## src/mad_pkg.sv

```systemverilog
/*
 * constants shared by the motor algorithm debug register group: register
 * offsets, field positions and widths, reset values and override scaling.
 * assumes the register access port carries a 12-bit byte offset.
 */
package mad_pkg;

    // ==================================================================
    // access port
    localparam int ADDR_W = 12;
    localparam int DATA_W = 32;

    // ==================================================================
    // register offsets, as printed
    localparam logic [ADDR_W-1:0] OFF_DEBUG_CONTROL_TWO = 12'h0ee;
    localparam logic [ADDR_W-1:0] OFF_CURRENT_GAIN_READBACK = 12'h0f0;
    localparam logic [ADDR_W-1:0] OFF_SPEED_GAIN_READBACK = 12'h0f2;
    localparam logic [ADDR_W-1:0] OFF_MONITOR_ONE_CONTROL = 12'h0f4;

    // ==================================================================
    // debug control two fields
    localparam int BIT_INNER_LOOP_BYPASS = 26;
    localparam int D_OVR_LSB = 16;
    localparam int Q_OVR_LSB = 6;
    localparam int OVR_W = 10;
    localparam int BIT_MEASURE_START = 5;
    localparam int BIT_RESISTANCE = 4;
    localparam int BIT_INDUCTANCE = 3;
    localparam int BIT_BACKEMF = 2;
    localparam int BIT_MECHANICAL = 1;
    localparam int BIT_COPY_SHADOW = 0;
    localparam int MEAS_EN_LSB = 1;
    localparam int MEAS_EN_W = 4;
    localparam logic [OVR_W-1:0] OVR_RESET = 10'h000;
    localparam logic [MEAS_EN_W-1:0] MEAS_EN_RESET = 4'h0;

    // ==================================================================
    // override scaling: reference = numerator / 500
    localparam int REF_W = 11;
    localparam logic [OVR_W-1:0] OVR_POS_LIMIT = 10'h1f4;
    localparam logic [OVR_W-1:0] OVR_NEG_START = 10'h200;
    localparam logic [REF_W-1:0] OVR_WRAP = 11'h400;
    localparam logic [REF_W-1:0] REF_RESET = 11'h000;

    // ==================================================================
    // gain readback fields
    localparam int GAIN_W = 16;
    localparam int KI_LSB = 16;
    localparam int KP_LSB = 0;

    // ==================================================================
    // monitor output one control fields
    localparam int MON_ADDR_LSB = 0;
    localparam int MON_ADDR_W = 12;
    localparam int MON_POL_BIT = 12;
    localparam int MON_SCALE_LSB = 13;
    localparam int MON_ENUM_LSB = 17;
    localparam int MON_SCALE_W = 4;
    localparam logic [MON_ADDR_W-1:0] MON_ADDR_RESET = 12'h000;
    localparam logic [MON_SCALE_W-1:0] MON_SCALE_RESET = 4'h0;
    localparam logic [DATA_W-1:0] READ_ZERO = 32'h0000_0000;

endpackage

```

## src/mad_override_map.sv

```systemverilog
/*
 * maps a 10-bit voltage override code to the signed numerator of the
 * modulation reference (reference = numerator / 500). purely combinational.
 * assumes the caller registers the result.
 */
`timescale 1ns/1ps

module mad_override_map
    import mad_pkg::*;
(
    // override code in
    input wire logic [OVR_W-1:0] code,
    // signed numerator out
    output logic signed [REF_W-1:0] ref_num
);

    // ==================================================================
    // mapping
    // codes 500..511 are outside the valid range; they saturate at +500
    // rather than jump to a large negative value.
    always_comb begin
        if (code < OVR_POS_LIMIT) begin
            ref_num = signed'(REF_W'(code));
        end else if (code < OVR_NEG_START) begin
            ref_num = signed'(REF_W'(OVR_POS_LIMIT));
        end else begin
            ref_num = signed'(REF_W'(REF_W'(code) - OVR_WRAP));
        end
    end

endmodule // mad_override_map

```

## src/mad_debug_regs.sv

```systemverilog
/*
 * volatile debug register group of the motor control algorithm: voltage
 * overrides with loop bypass, parameter measurement command and enables,
 * active pi gain readback and monitor output one control.
 * assumes a single-cycle register access port on ref_clk and gain inputs
 * driven by the control algorithm on the same clock.
 */
`timescale 1ns/1ps

module mad_debug_regs
    import mad_pkg::*;
(
    // clock and reset
    input wire logic ref_clk,
    input wire logic rst_n,
    // register access port
    input wire logic reg_wr_en,
    input wire logic reg_rd_en,
    input wire logic [ADDR_W-1:0] reg_addr,
    input wire logic [DATA_W-1:0] reg_wdata,
    output logic [DATA_W-1:0] reg_rdata_ff,
    output logic reg_rd_valid_ff,
    // gains in use by the control algorithm
    input wire logic [GAIN_W-1:0] active_current_integral_gain,
    input wire logic [GAIN_W-1:0] active_current_proportional_gain,
    input wire logic [GAIN_W-1:0] active_speed_integral_gain,
    input wire logic [GAIN_W-1:0] active_speed_proportional_gain,
    // loop bypass and modulation override
    output logic inner_loop_bypass_ff,
    output logic speed_loop_bypass_ff,
    output logic signed [REF_W-1:0] d_mod_ref_ff,
    output logic signed [REF_W-1:0] q_mod_ref_ff,
    // parameter measurement routine
    output logic param_measure_start_ff,
    output logic resistance_measure_enable_ff,
    output logic inductance_measure_enable_ff,
    output logic backemf_measure_enable_ff,
    output logic mechanical_measure_enable_ff,
    output logic measured_copy_to_shadow_ff,
    // monitor output one
    output logic [MON_ADDR_W-1:0] monitor_one_variable_address_ff,
    output logic [MON_SCALE_W-1:0] monitor_one_scale_ff,
    output logic [MON_SCALE_W-1:0] monitor_one_enum_scale_ff,
    output logic monitor_one_polarity_ff
);

    // ==================================================================
    // decode
    logic wr_debug;
    logic wr_monitor;
    logic bypass_ctl_ff;
    logic [OVR_W-1:0] d_ovr_ff;
    logic [OVR_W-1:0] q_ovr_ff;
    logic signed [REF_W-1:0] d_map;
    logic signed [REF_W-1:0] q_map;
    logic [DATA_W-1:0] nxt_rdata;

    assign wr_debug = reg_wr_en && (reg_addr == OFF_DEBUG_CONTROL_TWO);
    assign wr_monitor = reg_wr_en && (reg_addr == OFF_MONITOR_ONE_CONTROL);

    // ==================================================================
    // override fields and loop bypass
    always_ff @(posedge ref_clk or negedge rst_n) begin
        if (!rst_n) begin
            bypass_ctl_ff <= 1'b0;
            d_ovr_ff <= OVR_RESET;
            q_ovr_ff <= OVR_RESET;
        end else if (wr_debug) begin
            bypass_ctl_ff <= reg_wdata[BIT_INNER_LOOP_BYPASS];
            d_ovr_ff <= reg_wdata[D_OVR_LSB +: OVR_W];
            q_ovr_ff <= reg_wdata[Q_OVR_LSB +: OVR_W];
        end
    end

    mad_override_map u_d_map (
        .code(d_ovr_ff),
        .ref_num(d_map)
    );

    mad_override_map u_q_map (
        .code(q_ovr_ff),
        .ref_num(q_map)
    );

    // references are held at zero while the loops run, so a stale override
    // never reaches the modulator when the bypass is released.
    always_ff @(posedge ref_clk or negedge rst_n) begin
        if (!rst_n) begin
            inner_loop_bypass_ff <= 1'b0;
            speed_loop_bypass_ff <= 1'b0;
            d_mod_ref_ff <= signed'(REF_RESET);
            q_mod_ref_ff <= signed'(REF_RESET);
        end else begin
            inner_loop_bypass_ff <= bypass_ctl_ff;
            speed_loop_bypass_ff <= bypass_ctl_ff;
            d_mod_ref_ff <= bypass_ctl_ff ? d_map : signed'(REF_RESET);
            q_mod_ref_ff <= bypass_ctl_ff ? q_map : signed'(REF_RESET);
        end
    end

    // ==================================================================
    // parameter measurement command and enables
    // enables are taken from the same write that carries the start bit,
    // and are settled on the edge that raises the start pulse.
    always_ff @(posedge ref_clk or negedge rst_n) begin
        if (!rst_n) begin
            resistance_measure_enable_ff <= 1'b0;
            inductance_measure_enable_ff <= 1'b0;
            backemf_measure_enable_ff <= 1'b0;
            mechanical_measure_enable_ff <= 1'b0;
        end else if (wr_debug) begin
            resistance_measure_enable_ff <= reg_wdata[BIT_RESISTANCE];
            inductance_measure_enable_ff <= reg_wdata[BIT_INDUCTANCE];
            backemf_measure_enable_ff <= reg_wdata[BIT_BACKEMF];
            mechanical_measure_enable_ff <= reg_wdata[BIT_MECHANICAL];
        end
    end

    // command bits act as one-cycle strobes; they do not stick
    always_ff @(posedge ref_clk or negedge rst_n) begin
        if (!rst_n) begin
            param_measure_start_ff <= 1'b0;
            measured_copy_to_shadow_ff <= 1'b0;
        end else begin
            param_measure_start_ff <= wr_debug && reg_wdata[BIT_MEASURE_START];
            measured_copy_to_shadow_ff <= wr_debug && reg_wdata[BIT_COPY_SHADOW];
        end
    end

    // ==================================================================
    // monitor output one control
    always_ff @(posedge ref_clk or negedge rst_n) begin
        if (!rst_n) begin
            monitor_one_variable_address_ff <= MON_ADDR_RESET;
            monitor_one_scale_ff <= MON_SCALE_RESET;
            monitor_one_enum_scale_ff <= MON_SCALE_RESET;
            monitor_one_polarity_ff <= 1'b0;
        end else if (wr_monitor) begin
            monitor_one_variable_address_ff <= reg_wdata[MON_ADDR_LSB +: MON_ADDR_W];
            monitor_one_scale_ff <= reg_wdata[MON_SCALE_LSB +: MON_SCALE_W];
            monitor_one_enum_scale_ff <= reg_wdata[MON_ENUM_LSB +: MON_SCALE_W];
            monitor_one_polarity_ff <= reg_wdata[MON_POL_BIT];
        end
    end

    // ==================================================================
    // read path
    // write-only fields and unmapped offsets read as zero
    always_comb begin
        nxt_rdata = READ_ZERO;
        case (reg_addr)
            OFF_CURRENT_GAIN_READBACK: begin
                nxt_rdata[KI_LSB +: GAIN_W] = active_current_integral_gain;
                nxt_rdata[KP_LSB +: GAIN_W] = active_current_proportional_gain;
            end
            OFF_SPEED_GAIN_READBACK: begin
                nxt_rdata[KI_LSB +: GAIN_W] = active_speed_integral_gain;
                nxt_rdata[KP_LSB +: GAIN_W] = active_speed_proportional_gain;
            end
            OFF_MONITOR_ONE_CONTROL: begin
                nxt_rdata[MON_ADDR_LSB +: MON_ADDR_W] = monitor_one_variable_address_ff;
            end
            default: begin
                nxt_rdata = READ_ZERO;
            end
        endcase
    end

    always_ff @(posedge ref_clk or negedge rst_n) begin
        if (!rst_n) begin
            reg_rdata_ff <= READ_ZERO;
            reg_rd_valid_ff <= 1'b0;
        end else begin
            reg_rd_valid_ff <= reg_rd_en;
            if (reg_rd_en) begin
                reg_rdata_ff <= nxt_rdata;
            end
        end
    end
endmodule // mad_debug_regs

```

## config.mk

```make
export PLATFORM = sky130hd
export DESIGN_NAME = mad_debug_regs
export DESIGN_NICKNAME = d
export VERILOG_FILES = /design/src/mad_pkg.sv /design/src/mad_override_map.sv /design/src/mad_debug_regs.sv
export SDC_FILE = /design/constraint.sdc
export NUM_CORES = 1
export LEC_CHECK = 0
export BUFFER_PORTS_ARGS = -buffer_cell sky130_fd_sc_hd__buf_2
export CORE_MARGIN = 2
export CORE_UTILIZATION = 45
export DETAILED_ROUTE_END_ITERATION = 8
export GPL_TIMING_DRIVEN = 0
export PLACE_DENSITY_LB_ADDON = 0.25
export SYNTH_ARGS = -nofsm -noshare
export SYNTH_HDL_FRONTEND = slang
export SYNTH_SLANG_ARGS = --single-unit
```

## constraint.sdc

```tcl
create_clock -name ref_clk -period 1.39 [get_ports ref_clk]
set_input_delay 0.278 -clock ref_clk [delete_from_list [all_inputs] [get_ports ref_clk]]
set_output_delay 0.278 -clock ref_clk [all_outputs]
set_load 0.1 [all_outputs]
```

== After elaboration in Yosys (flattened, before gate mapping) ==
Cells that the tools add are included.

* Order comparisons: 4
* Add/subtract/negate cells: 2
* Eq/ne operators: 4
* Mux-type cells: 8
* Reduce and logical (&&, ||, !) cells: 4

{| class="wikitable"
|+ Operators by type and width
! cell !! number
|-
| 11-bit 2-to-1 mux || 6
|-
| 12-bit by 8-bit equality test with 1-bit output (second input constant) || 4
|-
| 20-bit one-hot mux with 2 select lines || 1
|-
| 12-bit one-hot mux with 3 select lines || 1
|-
| 10-bit by 11-bit subtractor with 11-bit output (second input constant) || 2
|-
| 10-bit < comparator (second input constant) || 2
|-
| 10-bit by 9-bit < comparator with 1-bit output (second input constant) || 2
|-
| 1-bit logical AND || 4
|}

* Input port bits: 112
* Register bits: 104
* Output and inout bits: 84

== Logic depth before layout (Yosys ltp) ==
* Depth in word-level cells: 4
* Depth in mapped cells: 5

== Cells and area by module ==
From an unflattened synthesis, not the netlist that was laid out.

* Cell total of the unflattened synthesis: 368
* Area, all modules: 4,609.4 sq um

{| class="wikitable"
|+ By module, submodules not included
! module !! area each (sq um) !! cells an instance !! instances !! sequential area each (sq um)
|-
| mad_debug_regs || 4,446.8 || 340 || 1 || 2,602.5
|-
| mad_override_map || 81.3 || 14 || 2 || 0.0
|}

== Worst setup path after synthesis ==
No wires, ideal clock.

* Kind: input -> register
* Start: input port reg_addr[9]
* End: register bypass_ctl_ff
* Required time: 1,265 ps
* Data arrival time: 1,829 ps
* Stages: 4
* Path slack: -564 ps
* Path buffers: 1
* Cell sequence: or4_4 > nor4_4 > buf_6 > mux2_2

* Longest elaborated chain between the ends: 2

{| class="wikitable"
|+ RTL lines
! what !! line !! text
|-
| start, declared || mad_debug_regs.sv:19 || <nowiki>input wire logic [ADDR_W-1:0] reg_addr,</nowiki>
|-
| 12-bit by 8-bit equality test with 1-bit output || mad_debug_regs.sv:58 || <nowiki>assign wr_debug = reg_wr_en && (reg_addr == OFF_DEBUG_CONTROL_TWO);</nowiki>
|-
| 1-bit logical AND || mad_debug_regs.sv:58 ||
|-
| end signal, assigned || mad_debug_regs.sv:69 || <nowiki>bypass_ctl_ff <= reg_wdata[BIT_INNER_LOOP_BYPASS];</nowiki>
|-
| end, declared || mad_debug_regs.sv:51 || <nowiki>logic bypass_ctl_ff;</nowiki>
|}

No other way between the ends.
A chain may end at the register's enable or synchronous reset.

== Final worst setup path ==
* Start: input port reg_addr[9]
* End: register q_ovr_ff[3]

* Longest elaborated chain between the ends: 2

{| class="wikitable"
|+ RTL lines
! what !! line !! text
|-
| 12-bit by 8-bit equality test with 1-bit output || mad_debug_regs.sv:58 ||
|-
| 1-bit logical AND || mad_debug_regs.sv:58 ||
|-
| end signal, assigned || mad_debug_regs.sv:71 || <nowiki>q_ovr_ff <= reg_wdata[Q_OVR_LSB +: OVR_W];</nowiki>
|-
| end, declared || mad_debug_regs.sv:53 || <nowiki>logic [OVR_W-1:0] q_ovr_ff;</nowiki>
|}

No other way between the ends.

==> metrics.md <==
| Metric | Value |
|---|---|
| WL/cell | `roughly 17 um` |
| Die Area | `approximately 11000 sq um` |
| Final Worst Setup Slack | `-305 ps` |
| Total Wirelength | `about 12000 um` |
| P&R area growth vs syn | `46.8%` |
| Worst vdd ir | `between 0.0005 and 0.0006 V` |
| Die H | `a little over 100 um` |
| Status | `finished, violations left` |
| Distinct cell type count after synthesis | `31` |
| Multi-input logic area | `between 1500 and 2000 sq um` |
| Ports | `between 150 and 200` |
| Crit Path Class | `input pin to register` |
| Hold Vio Cnt, Final | `0` |
| Initial Utilization | `about 46%` |
| Remaining DRCs | `0` |
| CTS max path bufs | `2` |
| Synth Area in XOR/XNOR | `0%` |
| Post-Synthesis Cells | `between 300 and 400` |
| WHS Path Cells | `1` |
| CP max FO | `5` |
| Commonest non-fill, non-tap cell in the layout | `buf_2` |
| Simple-gate share of the synthesized area | `7.78%` |
| MaxCap Viol Count | `0` |
| Synth Net Count | `roughly 460` |
| Remaining global-route overflow | `0` |
| Share of layout cells above drive strength 1 | `57.1%` |
| Sink Count | `around 100` |
| FF+latch count, synth | `between 100 and 150` |
| Startpoint types | `input pin` |
| Fmax | `slightly below 0.6 GHz` |
| Post-synth EDFFs | `0` |
| Cell Pwr Density | `just over 800 nW/um^2` |
| Final Non-Filler Cells | `between 700 and 800` |
| Antenna violations before repair | `0` |
| CP required | `1640 ps` |
| RR Startpoint | `bypass_ctl_ff$_DFFE_PN0P_` |
| CTS Root Cell | `clkbuf_8` |
| Synthesized area per cell | `12.5 sq um` |
| Crit path arrival time | `1950 ps` |
| First-pass GRT wire length | `about 17000 um` |
| Vias in the first global route | `roughly 3400` |
| Placed cell count | `approximately 670` |
| Port buffer count | `between 150 and 200` |
| R2r setup slk | `~220 ps` |
| Worst hold path class | `input pin to register` |
| Slew HR | `61.1%` |
| Mux cell area share after synthesis | `roughly a fifth` |
| First-pass iteration count of the detailed router | `4` |
| Dpl ws | `-1020 ps` |
| Fillers | `around 760` |
| Synthesis warning total | `0` |
| DR iter-0 viols | `between 70 and 80` |
| Most frequent cells in the layout | `105 x buf_2, 99 x dfrtp_1, 85 x buf_4, 40 x mux2_2, 37 x inv_1` |
| Compound-Gate Fraction of Synth Area | `about 8.3%` |
| Cell mode on critical path | `buf_6` |
| Failing checks | `negative setup slack` |
| Min Tclk post-route | `about 1700 ps` |
| Worst reg2reg path depth | `3` |
| Critical Path Sink Type | `register` |
| Register area share after synthesis | `between 50 and 60%` |
| RePlAce Congestion | `between 0.8 and 0.9` |
| Clock skew | `between 10 and 15 ps` |
| RSZ-0062 raised after global routing | `true` |
| Worst skew pair latency | `between 300 and 400 ps` |
| CTS tree | `yes` |
| H-tree lvl count | `3` |
| Clock transition at path regs | `100 ps` |
| Largest net degree at the start of global routing | `slightly above 70` |
| Static Leakage | `3.29 nW` |
| Main synth FF type | `dfrtp_1` |
| Via Count | `approximately 3500` |
| Largest family of logic cells by synthesized area | `multiplexers` |
| Post-synthesis adder-cell area fraction | `0%` |
| Final period util | `122%` |
| Async SR Flop Fraction | `100%` |
| CP max stage delay | `560 ps` |
| Hold Path Origin | `reg_rd_en` |
| CP Cell Sequence | `buf_6 > or4_4 > nor4_4 > buf_6 > clkbuf_16 > mux2_2` |
| Post-Syn Area | `around 4400 sq um` |
| Final setup violating endpoints | `just under 80` |
| ANT cells | `0` |
| Dpl hpwl | `8010 um` |
| Max Transition Viols Final | `0` |
| Core area | `9640 sq um` |
| DRT antenna net count | `0` |
| Final net count | `slightly below 700` |
| Hold Path End | `reg_rd_valid_ff$_DFF_PN0_` |
| Slew @ Worst Pin | `584 ps` |
| Area occupied by registers | `about 2600 sq um` |
| Vias per std cell | `~5.0` |
| Row cnt | `36` |
| Reg-to-Reg End | `q_mod_ref_ff[3]$_DFF_PN0_` |
| Die width | `~100 um` |
| CTS buffer count | `9` |
| Total Routing Usage GR | `a little over a fifth` |
| Critical-path top delay cell | `or4_4` |
==> cell type report <==
cell class | instances | area share, %
multi-input combinational | 188 | 27.5
clock buffer | 10 | 2.14
inverter | 37 | 2.16
clock inverter | 6 | 0.816
buffer | 22 | 2.93
timing repair buffer | 204 | 22.2
sequential | 102 | 39.7
tap | 133 | 2.58
==> where the power goes <==
group / internal [mW] / leakage (nW) / total (mW) / switching, mW
sequential: 2.97 / 1.42 / 2.98 / 0.00531
clock: 0.734 / 0.0918 / 1.84 / 1.10
combinational: 0.240 / 1.78 / 0.517 / 0.276
==> timing repair <==
action,4_1_cts,5_1_grt
gates resized for setup,123,40
hold endpoints to repair,32,0
hold buffers,1,0
buffers inserted,8,0
pin swaps,3,0
endpoints found under the setup margin,159,83
gates cloned,2,4
==> metal layers <==
metal	up-vias	GRT usage, %	routed length, um
met3	14	3.19	640
met2	129	37.4	5920
met4	0	6.28	165
li1	1641	-	-
met5	-	0	0
met1	1729	28.0	5030
==> worst max-delay path by stage <==
stage	endpoint	depth (start not counted)	slack, ps	start
after global routing	d_ovr_ff[9]$_DFFE_PN0P_	6	-300	reg_addr[9]
after floorplan	bypass_ctl_ff$_DFFE_PN0P_	4	-560	reg_addr[9]
after CTS	bypass_ctl_ff$_DFFE_PN0P_	6	-260	reg_addr[9]
final	q_ovr_ff[3]$_DFFE_PN0P_	6	-300	reg_addr[9]
after detailed placement	q_ovr_ff[0]$_DFFE_PN0P_	5	-1020	reg_addr[9]
after global placement	q_mod_ref_ff[9]$_DFF_PN0_	1	-1190	rst_n
==> sequential cells by signal, summed over array words and instances, names as in the netlist <==
signal and count:
d_ovr_ff 10, monitor_one_variable_address_ff 12, monitor_one_scale_ff 4, monitor_one_polarity_ff 1, q_ovr_ff 10, bypass_ctl_ff 1, inductance_measure_enable_ff 1, mechanical_measure_enable_ff 1
q_mod_ref_ff 10, measured_copy_to_shadow_ff 1, param_measure_start_ff 1, speed_loop_bypass_ff 1, backemf_measure_enable_ff 1, resistance_measure_enable_ff 1, d_mod_ref_ff 10, reg_rdata_ff 32
reg_rd_valid_ff 1, monitor_one_enum_scale_ff 4
==> stage by stage <==
stage / TNS [ps] / util [%] / power (mW) / hold WS (ps) / area, sq um
after floorplan: -33000 / - / 3.26 / -17.6 / 4410
after detailed placement: -59370 / 57.6 / 3.52 / 264 / 5550
after CTS: -14060 / 64.2 / 5.35 / 23.0 / 6190
after global placement: -161840 / 57.3 / 3.50 / 402 / 5520
final: -17570 / 66.8 / 5.33 / 45.5 / 6440
after global routing: -18600 / 66.8 / 5.54 / 23.9 / 6440
==> synthesized netlist by cell type (all sizes together), types with 2 or more instances <==
cell type	count	share of area (%)
nor4	3	0.91
and2	14	2.0
mux2i	12	2.7
o22ai	32	4.6
and4b	2	0.46
or2	2	0.28
a41oi	2	0.40
clkbuf	9	0.77
a31oi	2	0.28
dfrtp	102	58
or4	3	0.68
nand2	23	2.0
nand3b	2	0.34
mux2	66	17
a41o	2	0.46
a2bb2oi	12	2.4
nor2	6	0.51
buf	15	2.2
inv	37	3.2
==> critical path: cells and delay by family <==
family / cells / cell delay (ps)
mux: 1 / 320
simple gates: 2 / 900
buf+inv: 3 / 440
==> cells by family after synthesis <==
| logic type | after synthesis |
|---|---|
| and+or+nand+nor | 59 |
| DFF | 102 |
| muxes | 78 |
| buffers and inverters | 61 |
| AOI/OAI and AO/OA | 51 |
Note: power is estimated with default switching activity, not from simulation.
